File: src/rtl/tiesr_pkg.sv
/*
 * package for the timer interrupt enable/status block: register offsets,
 * bit positions, reset values and the event carrier struct.
 * assumes 32-bit axi4-lite data; one register per aligned word, except the irq mask, which shares word 0 with enable.
 */
package tiesr_pkg;

    // ************************************************************
    // register map (byte addresses)
    // ************************************************************
    localparam logic [3:0] OFS_ENABLE = 4'h0;
    localparam logic [3:0] OFS_STATUS = 4'h4;
    localparam logic [3:0] OFS_FUNC = 4'h8;
    localparam logic [3:0] OFS_IRQ_STAT = 4'hc;
    localparam logic [3:0] OFS_IRQ_MASK = 4'h0;
    localparam int ADDR_W = 4;

    // ************************************************************
    // field positions
    // ************************************************************
    localparam int BIT_OVF = 7;
    localparam int BIT_D = 3;
    localparam int BIT_C = 2;
    localparam int BIT_B = 1;
    localparam int BIT_A = 0;
    localparam int NCHAN = 4;

    localparam logic [7:0] RSVD_MASK = 8'h70;
    localparam logic [7:0] LIVE_MASK = 8'h8f;
    localparam logic [7:0] REG_RESET = 8'h00;
    localparam logic [3:0] FUNC_RESET = 4'h0;

    localparam logic [1:0] RESP_OKAY = 2'h0;
    localparam logic [1:0] RESP_SLVERR = 2'h2;

    // strobes from the rest of the timer, one cycle each
    typedef struct packed {
        logic ovf;
        logic [3:0] match;
        logic [3:0] capture;
    } tiesr_evt_t;

    // per-source request outputs
    typedef struct packed {
        logic ovf;
        logic [3:0] chan;
    } tiesr_req_t;

endpackage

File: src/rtl/tiesr_top.sv
/*
 * timer interrupt enable and status flags with an axi4-lite slave.
 * holds the enable, status, function-select and sticky interrupt
 * registers, the clear-after-read sequence and the request gating.
 * assumes overflow, match and capture strobes come from timer logic
 * on the same clock as single-cycle pulses; no synchronisers needed.
 * assumes software follows the read-then-write-zero clear sequence.
 */
// The placing of the registers and register access over AXI4-Lite were decided locally.
`timescale 1ns/1ps


module tiesr_top (
    // ************************************************************
    // clock and synchronous reset
    // ************************************************************
    input wire logic aclk,
    input wire logic aresetn,
    // ************************************************************
    // strobes in, requests out
    // ************************************************************
    input wire tiesr_pkg::tiesr_evt_t evt,
    output tiesr_pkg::tiesr_req_t req,
    output logic irq,
    // ************************************************************
    // axi4-lite write address and data; prot is ignored
    // ************************************************************
    input wire logic [tiesr_pkg::ADDR_W-1:0] s_axi_awaddr,
    input wire logic [2:0] s_axi_awprot,
    input wire logic s_axi_awvalid,
    output logic s_axi_awready,
    input wire logic [31:0] s_axi_wdata,
    input wire logic [3:0] s_axi_wstrb,
    input wire logic s_axi_wvalid,
    output logic s_axi_wready,
    // ************************************************************
    // axi4-lite write response
    // ************************************************************
    output logic [1:0] s_axi_bresp,
    output logic s_axi_bvalid,
    input wire logic s_axi_bready,
    // ************************************************************
    // axi4-lite read channels
    // ************************************************************
    input wire logic [tiesr_pkg::ADDR_W-1:0] s_axi_araddr,
    input wire logic [2:0] s_axi_arprot,
    input wire logic s_axi_arvalid,
    output logic s_axi_arready,
    output logic [31:0] s_axi_rdata,
    output logic [1:0] s_axi_rresp,
    output logic s_axi_rvalid,
    input wire logic s_axi_rready
);

    // ************************************************************
    // state
    // ************************************************************
    logic [7:0] enable_q;
    logic [7:0] status_q;
    // armed_q marks flags seen at 1 by the last status read
    logic [7:0] armed_q;
    logic [3:0] func_q;
    logic [7:0] irq_mask_q;
    logic [7:0] irq_stat_q;
    logic [tiesr_pkg::ADDR_W-1:0] awaddr_q;
    logic [31:0] wdata_q;
    logic [3:0] wstrb_q;
    logic aw_have_q;
    logic w_have_q;
    // set_d and rise_d are the per-bit set terms of this cycle
    logic [7:0] set_d;
    logic [7:0] rise_d;

    // full-word decode shared by read and write paths; an address off
    // the word grid decodes to nothing and is answered with an error
    function automatic logic hit(
        input logic [tiesr_pkg::ADDR_W-1:0] a,
        input logic [3:0] ofs
    );
        hit = (a == ofs);
    endfunction

    // ************************************************************
    // write channel capture, either order
    // ************************************************************
    // each half waits in its holding register until the other arrives,
    // and both readies stay low while the response waits
    assign s_axi_awready = !aw_have_q && !s_axi_bvalid;
    assign s_axi_wready = !w_have_q && !s_axi_bvalid;

    always_ff @(posedge aclk) begin
        if (!aresetn) begin
            aw_have_q <= 1'b0;
            awaddr_q <= '0;
        end else if (s_axi_awvalid && s_axi_awready) begin
            aw_have_q <= 1'b1;
            awaddr_q <= s_axi_awaddr;
        end else if (aw_have_q && w_have_q) begin
            aw_have_q <= 1'b0;
        end
    end

    always_ff @(posedge aclk) begin
        if (!aresetn) begin
            w_have_q <= 1'b0;
            wdata_q <= '0;
            wstrb_q <= '0;
        end else if (s_axi_wvalid && s_axi_wready) begin
            w_have_q <= 1'b1;
            wdata_q <= s_axi_wdata;
            wstrb_q <= s_axi_wstrb;
        end else if (aw_have_q && w_have_q) begin
            w_have_q <= 1'b0;
        end
    end

    logic wr_go;
    logic wr_lane0;
    logic wr_ok;
    assign wr_go = aw_have_q && w_have_q;
    assign wr_lane0 = wr_go && wstrb_q[0];
    assign wr_ok = hit(awaddr_q, tiesr_pkg::OFS_ENABLE)
        || hit(awaddr_q, tiesr_pkg::OFS_STATUS)
        || hit(awaddr_q, tiesr_pkg::OFS_FUNC)
        || hit(awaddr_q, tiesr_pkg::OFS_IRQ_STAT)
        || hit(awaddr_q, tiesr_pkg::OFS_IRQ_MASK);

    // ************************************************************
    // per-register write strobes
    // ************************************************************
    // decoded once so every register sees the same qualified strobe
    logic wr_enable;
    logic wr_status;
    logic wr_func;
    logic wr_irq_stat;
    logic wr_irq_mask;
    assign wr_enable = wr_lane0 && hit(awaddr_q, tiesr_pkg::OFS_ENABLE);
    assign wr_status = wr_lane0 && hit(awaddr_q, tiesr_pkg::OFS_STATUS);
    assign wr_func = wr_lane0 && hit(awaddr_q, tiesr_pkg::OFS_FUNC);
    assign wr_irq_stat = wr_lane0 && hit(awaddr_q, tiesr_pkg::OFS_IRQ_STAT);
    assign wr_irq_mask = wr_lane0 && hit(awaddr_q, tiesr_pkg::OFS_IRQ_MASK);
    // the response follows both halves; a write off the grid is refused
    // with slverr and leaves every register untouched

    always_ff @(posedge aclk) begin
        if (!aresetn) begin
            s_axi_bvalid <= 1'b0;
            s_axi_bresp <= tiesr_pkg::RESP_OKAY;
        end else if (wr_go) begin
            s_axi_bvalid <= 1'b1;
            s_axi_bresp <= wr_ok ? tiesr_pkg::RESP_OKAY
                                 : tiesr_pkg::RESP_SLVERR;
        end else if (s_axi_bready) begin
            s_axi_bvalid <= 1'b0;
        end
    end

    // ************************************************************
    // enable and function select
    // ************************************************************
    always_ff @(posedge aclk) begin
        if (!aresetn) begin
            enable_q <= tiesr_pkg::REG_RESET;
        end else if (wr_enable) begin
            // reserved bits are stored as 0 and forced to 1 on read
            enable_q <= wdata_q[7:0] & tiesr_pkg::LIVE_MASK;
        end
    end

    always_ff @(posedge aclk) begin
        if (!aresetn) begin
            func_q <= tiesr_pkg::FUNC_RESET;
        end else if (wr_func) begin
            // 1 selects capture, 0 compare, one bit per channel
            func_q <= wdata_q[tiesr_pkg::NCHAN-1:0];
        end
    end

    // ************************************************************
    // flag set conditions
    // ************************************************************
    // a strobe held longer than one cycle sets its flag on every cycle it
    // is high, so a clear written meanwhile is overridden
    always_comb begin
        set_d = '0;
        set_d[tiesr_pkg::BIT_OVF] = evt.ovf;
    end

    genvar g;
    generate
        for (g = 0; g < tiesr_pkg::NCHAN; g++) begin : g_chan
            logic chan_set;
            assign chan_set = func_q[g] ? evt.capture[g] : evt.match[g];
            assign rise_d[g] = chan_set;
        end
    endgenerate
    // reserved bits never set; overflow has no mode select
    assign rise_d[7:4] = {set_d[7], 3'h0};

    // ************************************************************
    // status flags: read arms, zero write clears
    // ************************************************************
    // rd_take qualifies the read address for arming
    logic rd_take;
    assign rd_take = s_axi_arvalid && s_axi_arready;

    logic [7:0] clr_d;
    always_comb begin
        clr_d = '0;
        if (wr_status) begin
            // zero write on an armed flag
            clr_d = armed_q & ~wdata_q[7:0] & tiesr_pkg::LIVE_MASK;
        end
    end

    // the clear is two-step: a status read arms exactly the flags it
    // returned as 1, and the next status write may clear only those.
    // a flag set after the read is not armed, so a late event is not
    // lost to a write that software composed from stale data.
    // a read and a status write in one cycle: the read re-arms, and
    // the write clears with the old arming.
    always_ff @(posedge aclk) begin
        if (!aresetn) begin
            armed_q <= '0;
        end else if (rd_take && hit(s_axi_araddr, tiesr_pkg::OFS_STATUS)) begin
            // a read that saw the flag at 1 arms its clear
            armed_q <= status_q & tiesr_pkg::LIVE_MASK;
        end else if (wr_status) begin
            armed_q <= '0;
        end
    end

    always_ff @(posedge aclk) begin
        if (!aresetn) begin
            status_q <= tiesr_pkg::REG_RESET;
        end else begin
            status_q <= (status_q & ~clr_d) | rise_d;
        end
    end

    // ************************************************************
    // named views of flags and enables
    // ************************************************************
    logic overflow_flag;
    logic chan_d_flag;
    logic chan_c_flag;
    logic chan_b_flag;
    logic chan_a_flag;
    logic overflow_irq_enable;
    logic chan_d_irq_enable;
    logic chan_c_irq_enable;
    logic chan_b_irq_enable;
    logic chan_a_irq_enable;
    assign overflow_flag = status_q[tiesr_pkg::BIT_OVF];
    assign chan_d_flag = status_q[tiesr_pkg::BIT_D];
    assign chan_c_flag = status_q[tiesr_pkg::BIT_C];
    assign chan_b_flag = status_q[tiesr_pkg::BIT_B];
    assign chan_a_flag = status_q[tiesr_pkg::BIT_A];
    assign overflow_irq_enable = enable_q[tiesr_pkg::BIT_OVF];
    assign chan_d_irq_enable = enable_q[tiesr_pkg::BIT_D];
    assign chan_c_irq_enable = enable_q[tiesr_pkg::BIT_C];
    assign chan_b_irq_enable = enable_q[tiesr_pkg::BIT_B];
    assign chan_a_irq_enable = enable_q[tiesr_pkg::BIT_A];

    // ************************************************************
    // requests and summary interrupt
    // ************************************************************
    // flag and enable
    assign req.ovf = overflow_flag & overflow_irq_enable;
    assign req.chan = {
        chan_d_flag & chan_d_irq_enable,
        chan_c_flag & chan_c_irq_enable,
        chan_b_flag & chan_b_irq_enable,
        chan_a_flag & chan_a_irq_enable
    };

    // the summary line follows the sticky copy, not the live requests,
    // so a short-lived request still leaves a trace for software. the
    // mask offset coincides with the enable offset, so the mask always
    // mirrors the enable bits; this costs one more cycle of latency.
    // sticky copy of raised requests, cleared by writing one
    logic [7:0] req_vec;
    logic [7:0] req_q;
    logic [7:0] w1c_d;
    assign req_vec = {req.ovf, 3'h0, req.chan};
    assign w1c_d = wr_irq_stat ? wdata_q[7:0] : 8'h00;

    always_ff @(posedge aclk) begin
        if (!aresetn) begin
            req_q <= '0;
        end else begin
            req_q <= req_vec;
        end
    end

    always_ff @(posedge aclk) begin
        if (!aresetn) begin
            irq_stat_q <= '0;
        end else begin
            irq_stat_q <= (irq_stat_q & ~w1c_d) | (req_vec & ~req_q);
        end
    end

    always_ff @(posedge aclk) begin
        if (!aresetn) begin
            irq_mask_q <= '0;
        end else if (wr_irq_mask) begin
            irq_mask_q <= wdata_q[7:0] & tiesr_pkg::LIVE_MASK;
        end
    end

    always_ff @(posedge aclk) begin
        if (!aresetn) begin
            irq <= 1'b0;
        end else begin
            irq <= |(irq_stat_q & irq_mask_q);
        end
    end

    // ************************************************************
    // read channel
    // ************************************************************
    // one read in flight: arready falls while the answer stands
    // prot carries no meaning here and every access is treated alike;
    // only byte lane 0 holds register bits, upper strobes are ignored
    // off-grid addresses answer slverr with zero data
    assign s_axi_arready = !s_axi_rvalid;

    always_ff @(posedge aclk) begin
        if (!aresetn) begin
            s_axi_rvalid <= 1'b0;
            s_axi_rdata <= '0;
            s_axi_rresp <= tiesr_pkg::RESP_OKAY;
        end else if (rd_take) begin
            s_axi_rvalid <= 1'b1;
            s_axi_rresp <= tiesr_pkg::RESP_OKAY;
            s_axi_rdata <= '0;
            if (hit(s_axi_araddr, tiesr_pkg::OFS_ENABLE)) begin
                s_axi_rdata[7:0] <= enable_q | tiesr_pkg::RSVD_MASK;
            end else if (hit(s_axi_araddr, tiesr_pkg::OFS_STATUS)) begin
                s_axi_rdata[7:0] <= status_q | tiesr_pkg::RSVD_MASK;
            end else if (hit(s_axi_araddr, tiesr_pkg::OFS_FUNC)) begin
                s_axi_rdata[tiesr_pkg::NCHAN-1:0] <= func_q;
            end else if (hit(s_axi_araddr, tiesr_pkg::OFS_IRQ_STAT)) begin
                s_axi_rdata[7:0] <= irq_stat_q;
            end else begin
                s_axi_rresp <= tiesr_pkg::RESP_SLVERR;
            end
        end else if (s_axi_rready) begin
            s_axi_rvalid <= 1'b0;
        end
    end

endmodule // tiesr_top
File: config.mk
export PLATFORM = sky130hd
export DESIGN_NAME = tiesr_top
export DESIGN_NICKNAME = d
export VERILOG_FILES = /design/src/rtl/tiesr_pkg.sv /design/src/rtl/tiesr_top.sv
export SDC_FILE = /design/constraint.sdc
export NUM_CORES = 1
export LEC_CHECK = 0
export BUFFER_PORTS_ARGS = -buffer_cell sky130_fd_sc_hd__buf_2
export CAP_MARGIN = 20
export CORE_UTILIZATION = 44
export CTS_CLUSTER_SIZE = 10
export DETAILED_ROUTE_END_ITERATION = 6
export GPL_ROUTABILITY_DRIVEN = 0
export PLACE_DENSITY = 0.74
export SLEW_MARGIN = 20
export SYNTH_ARGS = -nofsm -noshare
export SYNTH_HDL_FRONTEND = slang
export SYNTH_SLANG_ARGS = --single-unit
File: constraint.sdc
create_clock -name aclk -period 1.4 [get_ports aclk]
set_input_delay 0.07 -clock aclk [delete_from_list [all_inputs] [get_ports aclk]]
set_output_delay 0.07 -clock aclk [all_outputs]
set_load 0.02 [all_outputs]
# After elaboration in Yosys (flattened, before gate mapping)
# Cells that the tools add are included.
# op_classes
n_eq_ne	6
n_mux	25
bitwise_logic	16
reduce_logical	28
# ops
operator	n
$mux 8	7
$and 8x8->8	5
$not 8->8	4
$eq 4x4->1 const B	4
$or 8x8->8	2
$logic_and 1x1->1	12
$mux 1	11
$mux 2	5
$reduce_bool 2->1	5
$eq 4x3->1 const B	2
$logic_not 4->1	2
$mux 4	2
$reduce_or 8->1	1
$and 1x1->1	5
$logic_not 1->1	4
$logic_or 1x1->1	4
# totals
reg_bits	68
out_inout_bits	47
wordCells	93

# Logic depth before layout (Yosys ltp)
# Gate-level depths: netlist of run 1.
# logic_depth
depth_word	7
depth_mapped	5

# Least setup slack after synthesis of run 1
# No wires, ideal clock.
# synth_timing
path_type	flip-flop to flip-flop
start	register s_axi_rvalid
end	register armed_q[1]
setup_ns	0.127
t_arrival_ns	1.305
slack_ns	-0.033
path_stages_with_launch	4
period_less_slack_ns	1.433
path_cell_list	dfxtp_1 > or4b_4 > o22ai_4 > o22ai_2
# synth_via
elab_chain_cells	4
elab_cells_between_ends	5
# synth_rtl
item	line_no	rtl
start: declaration	tiesr_top.sv:51	output logic s_axi_rvalid,
start signal: assignment	tiesr_top.sv:331	s_axi_rvalid <= 1'b0;
start signal: assignment	tiesr_top.sv:335	s_axi_rvalid <= 1'b1;
start signal: assignment	tiesr_top.sv:350	s_axi_rvalid <= 1'b0;
$logic_not 1->1 *	tiesr_top.sv:327	assign s_axi_arready = !s_axi_rvalid;
$logic_and 1x1->1 *	tiesr_top.sv:205	assign rd_take = s_axi_arvalid && s_axi_arready;
$logic_and 1x1->1 *	tiesr_top.sv:225	end else if (rd_take && hit(s_axi_araddr, tiesr_pkg::OFS_STATUS)) begin
$mux 8 / $reduce_bool 2->1 (equally long branches)	-	
end signal: assignment	tiesr_top.sv:227	armed_q <= status_q & tiesr_pkg::LIVE_MASK;
end: declaration	tiesr_top.sv:61	logic [7:0] armed_q;
# Mark *: on every way between the ends. The rest lies on a longest branch, timed or not.
# A chain may end at the register's enable or synchronous reset.

# Worst setup path after layout of run 1
# layout_timing
start	register awaddr_q[3] (netlist bit)
end	register irq_stat_q[3]
# layout_via
elab_chain_cells	6
# layout_rtl
item	line_no	rtl
start: declaration	tiesr_top.sv:65	logic [tiesr_pkg::ADDR_W-1:0] awaddr_q;
start signal: assignment	tiesr_top.sv:97	awaddr_q <= s_axi_awaddr;
$eq 4x4->1	tiesr_top.sv:80	hit = (a == ofs);
$logic_and 1x1->1	tiesr_top.sv:140	assign wr_irq_stat = wr_lane0 && hit(awaddr_q, tiesr_pkg::OFS_IRQ_STAT);
$mux 8	tiesr_top.sv:286	assign w1c_d = wr_irq_stat ? wdata_q[7:0] : 8'h00;
$not 8->8	tiesr_top.sv:300	irq_stat_q <= (irq_stat_q & ~w1c_d) | (req_vec & ~req_q);
$and 8x8->8	tiesr_top.sv:300	
$or 8x8->8	tiesr_top.sv:300	
end signal: assignment	tiesr_top.sv:300	
end: declaration	tiesr_top.sv:64	logic [7:0] irq_stat_q;
# No other way between the ends.

==> results of run 1 <==
## cells by family (layout without fill, tap and decap cells)
group	Yosys count	after routing	synth area share, %
simple gates	101	101	21.3
mux	22	22	8.20
other cells	1	26	0.134
flops	60	60	42.8
compound gates	76	76	18.5
buf+inv	40	91	9.13
## worst min-delay path, stage by stage
cell	delay, ns
buf_2	0.08
mux2i_1	0.06
nor2b_1	0.09
## power by group
group	total [mW]	switching [mW]	internal [mW]	leakage, nW
Combinational	0.504	0.288	0.216	0.891
Clock	1.24	0.585	0.651	0.0743
Sequential	1.83	0.0601	1.77	0.489
## metal layers
metal	global-route usage (%)	vias to the layer above	part of all wire, %
li1	-	1164	-
met1	24.7	1101	45
met2	34.5	72	48
met3	8.89	7	6.3
met4	5.96	0	1.2
met5	0	-	0
## cell usage after synthesis, drive strengths merged
master | instances | share of area (%)
dfxtp | 60 | 43
a31oi | 5 | 1.1
nor3b | 8 | 2.3
or2 | 1 | 0.31
nor2b | 21 | 4.7
o22ai | 7 | 3.2
nor3 | 2 | 0.36
o2111ai | 1 | 0.31
buf | 31 | 7.9
a21oi | 15 | 2.7
o21ai | 23 | 4.1
a222oi | 1 | 0.36
and4b | 1 | 0.36
a22oi | 4 | 1.1
a21boi | 11 | 2.9
o211a | 1 | 0.36
nand3 | 11 | 2.0
and3b | 5 | 1.6
o2bb2ai | 1 | 0.31
mux2i | 14 | 5.0
clkbuf | 8 | 1.1
inv | 1 | 0.13
nand2 | 19 | 2.5
or3b | 1 | 0.31
o311a | 1 | 0.36
nand4 | 1 | 0.22
or4 | 1 | 0.27
nor2 | 11 | 1.8
nand4b | 1 | 0.31
or3 | 1 | 0.22
mux2 | 8 | 3.2
conb | 1 | 0.13
nand2b | 6 | 1.3
and2 | 5 | 1.1
o32ai | 3 | 0.94
and3 | 5 | 1.1
or4b | 1 | 0.49
o21a | 3 | 0.80
## layout make-up
type,count,area (um^2),area share [%]
multi-input cells,225,1460,43.1
flip-flops and latches,60,1200,35.6
repair buffers,78,478,14.1
clock buffers,12,145,4.30
well taps,75,93.8,2.78
inverters,1,3.75,0.111
## sequential cells by signal (all words and copies together), names as in the netlist, 4 cells and up
signal       cells
wdata_q          8
awaddr_q         4
irq_stat_q       8
armed_q          5
func_q           4
irq_mask_q       5
status_q         5
req_q            5
s_axi_rdata      8
## how the worst min path moves through the flow
| stage | start | endpoint | cells past startpoint |
|---|---|---|---|
| finish | s_axi_wdata[1] | wdata_q[1]$_SDFFE_PN0P_ | 3 |
| global route | s_axi_awaddr[1] | awaddr_q[1]$_SDFFE_PN0P_ | 3 |
| floorplan | s_axi_wdata[4] | wdata_q[4]$_SDFFE_PN0P_ | 2 |
| detailed placement | s_axi_wdata[4] | wdata_q[4]$_SDFFE_PN0P_ | 3 |
| CTS | s_axi_awaddr[2] | awaddr_q[2]$_SDFFE_PN0P_ | 3 |
| global placement | s_axi_wdata[3] | wdata_q[3]$_SDFFE_PN0P_ | 3 |
## timing repair
action	4_1_cts	5_1_grt
gates resized for setup	0	1
setup endpoints to repair	0	21
hold buffers	9	1
endpoints found under the hold margin	9	1
==> out/results.tsv, run 1 <==
metric	value	unit
outcome	finished, violations left	
violated checks	setup timing	
Final #Nets	441	
Placed Cells	429	
clk sinks	60	
share of the yosys chip area belonging to registers	42.8	%
layout cells sized above 1	26.6	%
final hold violation count	0	
post-route cell area	0.00338	mm^2
Hold WS	0.00589	ns
Largest delay share family, worst path	simple AND/OR/NAND/NOR gates	
Setup TNS Final	-0.00316	ns
mapped cell area	0.00281	mm^2
DR vias	2344	
DR iter-0 viols	106	
crit path capture	irq_stat_q[3]$_SDFF_PN0_	
CP max stage delay	0.53	ns
CP Class	reg -> reg	
worst r2r path cells	3	
largest fanout on the critical path	8	
Crit-path slowest cell	or3b_2	
Starting Density	46.6	%
RSZ-0062 raised after global routing	true	
CTS root buffer	clkbuf_8	
total power	3.57	mW
Core Util, Final	56.1	%
DR DRC count	0	
CP Launch Type	flop	
Final Skew	0.00531	ns
H-Tree Depth	3	
placed cell area	0.00313	mm^2
Maximum Capacitance Violations	0	
CP startpoint	awaddr_q[3]$_SDFFE_PN0P_	
ANT nets after route	0	
commonest non-fill, non-tap cell in the layout	dfxtp_1	
hpwl dp	4620	um
synthesized instance count	300	
area grow syn2layout	20.3	%
Critical Path Stages	3	
setup ws final	-0.00316	ns
largest net degree at the start of global routing	25	
minimum clock period	1.40	ns
deepest clock path buffer count	2	
worst slack at placement	0.0117	ns
reg2reg start	awaddr_q[3]$_SDFFE_PN0P_	
leak pwr	1.45	nW
Die Area	0.00671	mm^2
Fill cells	542	
die height	81.9	um
yosys warns	0	
critical path cell sequence	or3b_2, nor2_4, a21oi_1	
Initial DRT Pass Iterations	5	
CP endpoint kind	flop	
Yosys reg bits	60	
Ports	113	
Skew-Pair Late Insertion Delay	0.34	ns
TritonCTS buffer count	9	
fmax	0.713	GHz
Min-Delay Path Class	in -> reg	
initial antenna violation count	0	
global-route wire length before repair	10200	um
critical path data required time	1.61	ns
Worst-path clk slew	0.06	ns
Tcrit/Tclk final	100	%
post-DR wirelength/cell	13.9	um
CP arrival	1.61	ns
global-route usage over all layers	20.9	%
Setup-failing EPs final	1	
IO Port Bufs	53	
R2R setup slack	-0.003	ns
ant diodes	0	
vias in the first global route	2166	
Routed WL	6270	um
Peak VDD IR	709	uV
reg2reg end	irq_stat_q[3]$_SDFF_PN0_	
Vias/cell	5.20	
CP bufs+invs	0	
Core Box Area	0.00603	mm^2
Mean Syn Cell Area	9.36	um^2
chip width	81.9	um
setup bufs post-CTS	0	
post-synthesis cell type count	44	
Placement Rows	28	
most frequent cells in the layout	dfxtp_1, buf_2, conb_1, o21ai_0, nor2b_1	
PD cells	1060	mW/mm^2
total grt overflow	0	
CTS tree	built	
final slew viol count	0	
Final Non-Filler Cells	451	
(Power assumes the default switching activity.)
==> run 2: changes to the inputs <==
- CORE_ASPECT_RATIO: not set -> 0.7
==> run 2 against run 1 <==
Net effect: the flow finishes with violations (DRC, setup timing); non-clock buffer count grew 6; sequential power about the same; combinational power is 4.6% higher; core utilization increased by 3.0 points; critical path depth is the same; power up 10%; sequential share of layout area fell by 1.3 points; clock skew is 0.0015 ns higher; critical path type unchanged; critical endpoint is now armed_q[1]$_SDFFE_PN0P_; largest power group unchanged; highest routed layer unchanged.
==> out/results.tsv, run 2 (same netlist as run 1, synthesis figures left out) <==
metric	value	unit
Setup TNS Final	-0.000727	ns
worst r2r path cells	3	
Vias/cell	5.23	
Initial DRT Pass Iterations	7	
leak pwr	1.52	nW
CP Class	reg -> reg	
DR DRC count	1	
ANT nets after route	0	
outcome	finished, violations left	
Placement Rows	23	
setup ws final	-0.000727	ns
Setup-failing EPs final	1	
global-route usage over all layers	21.0	%
multi-input logic area	0.00146	mm^2
Hold Path Depth	3	
Hold WS	0.0129	ns
Fill cells	523	
chip width	97.5	um
Slew HR	65.1	%
post-DR wirelength/cell	14.6	um
Final Skew	0.00679	ns
hpwl dp	4750	um
vias in the first global route	2216	
RSZ-0062 raised after global routing	true	
clk sinks	60	
H-Tree Depth	3	
area grow syn2layout	24.7	%
PD cells	1120	mW/mm^2
deepest clock path buffer count	2	
CTS root buffer	clkbuf_8	
initial antenna violation count	0	
Worst-path clk slew	0.07	ns
die height	68.9	um
CTS tree	built	
final hold violation count	0	
total grt overflow	0	
Tcrit/Tclk final	100	%
Final Non-Filler Cells	461	
Min-Delay Path Class	in -> reg	
minimum clock period	1.40	ns
Ports	113	
most frequent cells in the layout	dfxtp_1, buf_2, conb_1, o21ai_0, nor2b_1	
ant diodes	0	
Core Box Area	0.00593	mm^2
Largest delay share family, worst path	simple AND/OR/NAND/NOR gates	
fmax	0.714	GHz
DR vias	2410	
placed cell area	0.00316	mm^2
critical path data required time	1.62	ns
CP startpoint	s_axi_rvalid$_SDFFE_PN0P_	
CP endpoint kind	flop	
CP bufs+invs	0	
CP arrival	1.62	ns
reg2reg start	s_axi_rvalid$_SDFFE_PN0P_	
IO Port Bufs	53	
commonest non-fill, non-tap cell in the layout	dfxtp_1	
Skew-Pair Late Insertion Delay	0.34	ns
Peak VDD IR	706	uV
Final #Nets	447	
TritonCTS buffer count	9	
DR iter-0 viols	97	
violated checks	DRC, setup timing	
Hold EP	wdata_q[2]$_SDFFE_PN0P_	
layout cells sized above 1	28.5	%
Routed WL	6720	um
HP Start	s_axi_wdata[2]	
Slew @ Worst Pin	0.522	ns
R2R setup slack	-0.0007	ns
largest net degree at the start of global routing	54	
Reg area	0.00120	mm^2
Crit-path slowest cell	or4b_4	
CP Launch Type	flop	
final slew viol count	0	
global-route wire length before repair	10600	um
largest fanout on the critical path	5	
Maximum Capacitance Violations	0	
Core Util, Final	59.1	%
Placed Cells	431	
Largest regs	irq_stat_q (8), s_axi_rdata (8), wdata_q (8)	
critical path cell sequence	or4b_4, o22ai_4, o22ai_2	
Starting Density	47.4	%
reg2reg end	armed_q[1]$_SDFFE_PN0P_	
CP max stage delay	0.52	ns
post-route cell area	0.00350	mm^2
Die Area	0.00671	mm^2
run 2: cell count changes in the layout (fill, tap and decap cells not counted), moves of 2 or more:
| cell | change |
|---|---|
| clkinv_2 | +4 |
| dlygate4sd3_1 | +3 |
| buf_4 | +2 |
| clkbuf_1 | -2 |
run 2: routing by layer:
metal  routed length [um]  vias to the layer above  global-route usage [%]
met5                    0                        -                       0
met4                   58                        0                    7.90
met2                 3020                       69                    34.0
li1                     -                     1183                       -
met1                 3300                     1152                    26.8
met3                  338                        6                    6.65
run 2: worst max path at each step:
| stage | to | slack (ns) | cells after the start |
|---|---|---|---|
| after floorplan | armed_q[1]$_SDFFE_PN0P_ | 0.04 | 3 |
| after global placement | armed_q[7]$_SDFFE_PN0P_ | 0.01 | 3 |
| after detailed placement | armed_q[1]$_SDFFE_PN0P_ | -0.01 | 3 |
| after CTS | armed_q[7]$_SDFFE_PN0P_ | -0.004 | 3 |
| after global routing | armed_q[7]$_SDFFE_PN0P_ | -0.04 | 3 |
| final | armed_q[1]$_SDFFE_PN0P_ | -0.0007 | 3 |
run 2: worst min-delay path, cell delays in order:
cell and delay [ns]:
buf_2 0.08, mux2i_1 0.06, nor2b_1 0.10
run 2: power breakdown:
part	switching [mW]	leakage, nW	internal, mW
logic	0.297	0.925	0.230
registers	0.0585	0.489	1.77
clock network	0.666	0.109	0.905
run 2: area by class of cell:
class                           count  share of cell area (%)
Sequential cell                    60                    34.3
Inverter                            1                   0.107
Clock inverter                      5                    1.43
Tap cell                           75                    2.68
Timing Repair Buffer               84                    15.5
Clock buffer                       11                    4.32
Multi-Input combinational cell    225                    41.6
run 2: timing repair:
action | in CTS | in global routing
endpoints found under the hold margin | 13 | 0
hold buffers | 13 | 0
setup endpoints to repair | 5 | 8
pin swaps | 3 | 3
resized for setup | 2 | 0
buffers inserted | 0 | 1
run 2: stage by stage:
stage | power [mW] | setup slack [ns]
after floorplan | 2.23 | 0.0379
after global placement | 2.34 | 0.0123
after detailed placement | 2.35 | -0.0141
after CTS | 3.96 | -0.00351
after global routing | 4.09 | -0.0360
final | 3.93 | -0.000727
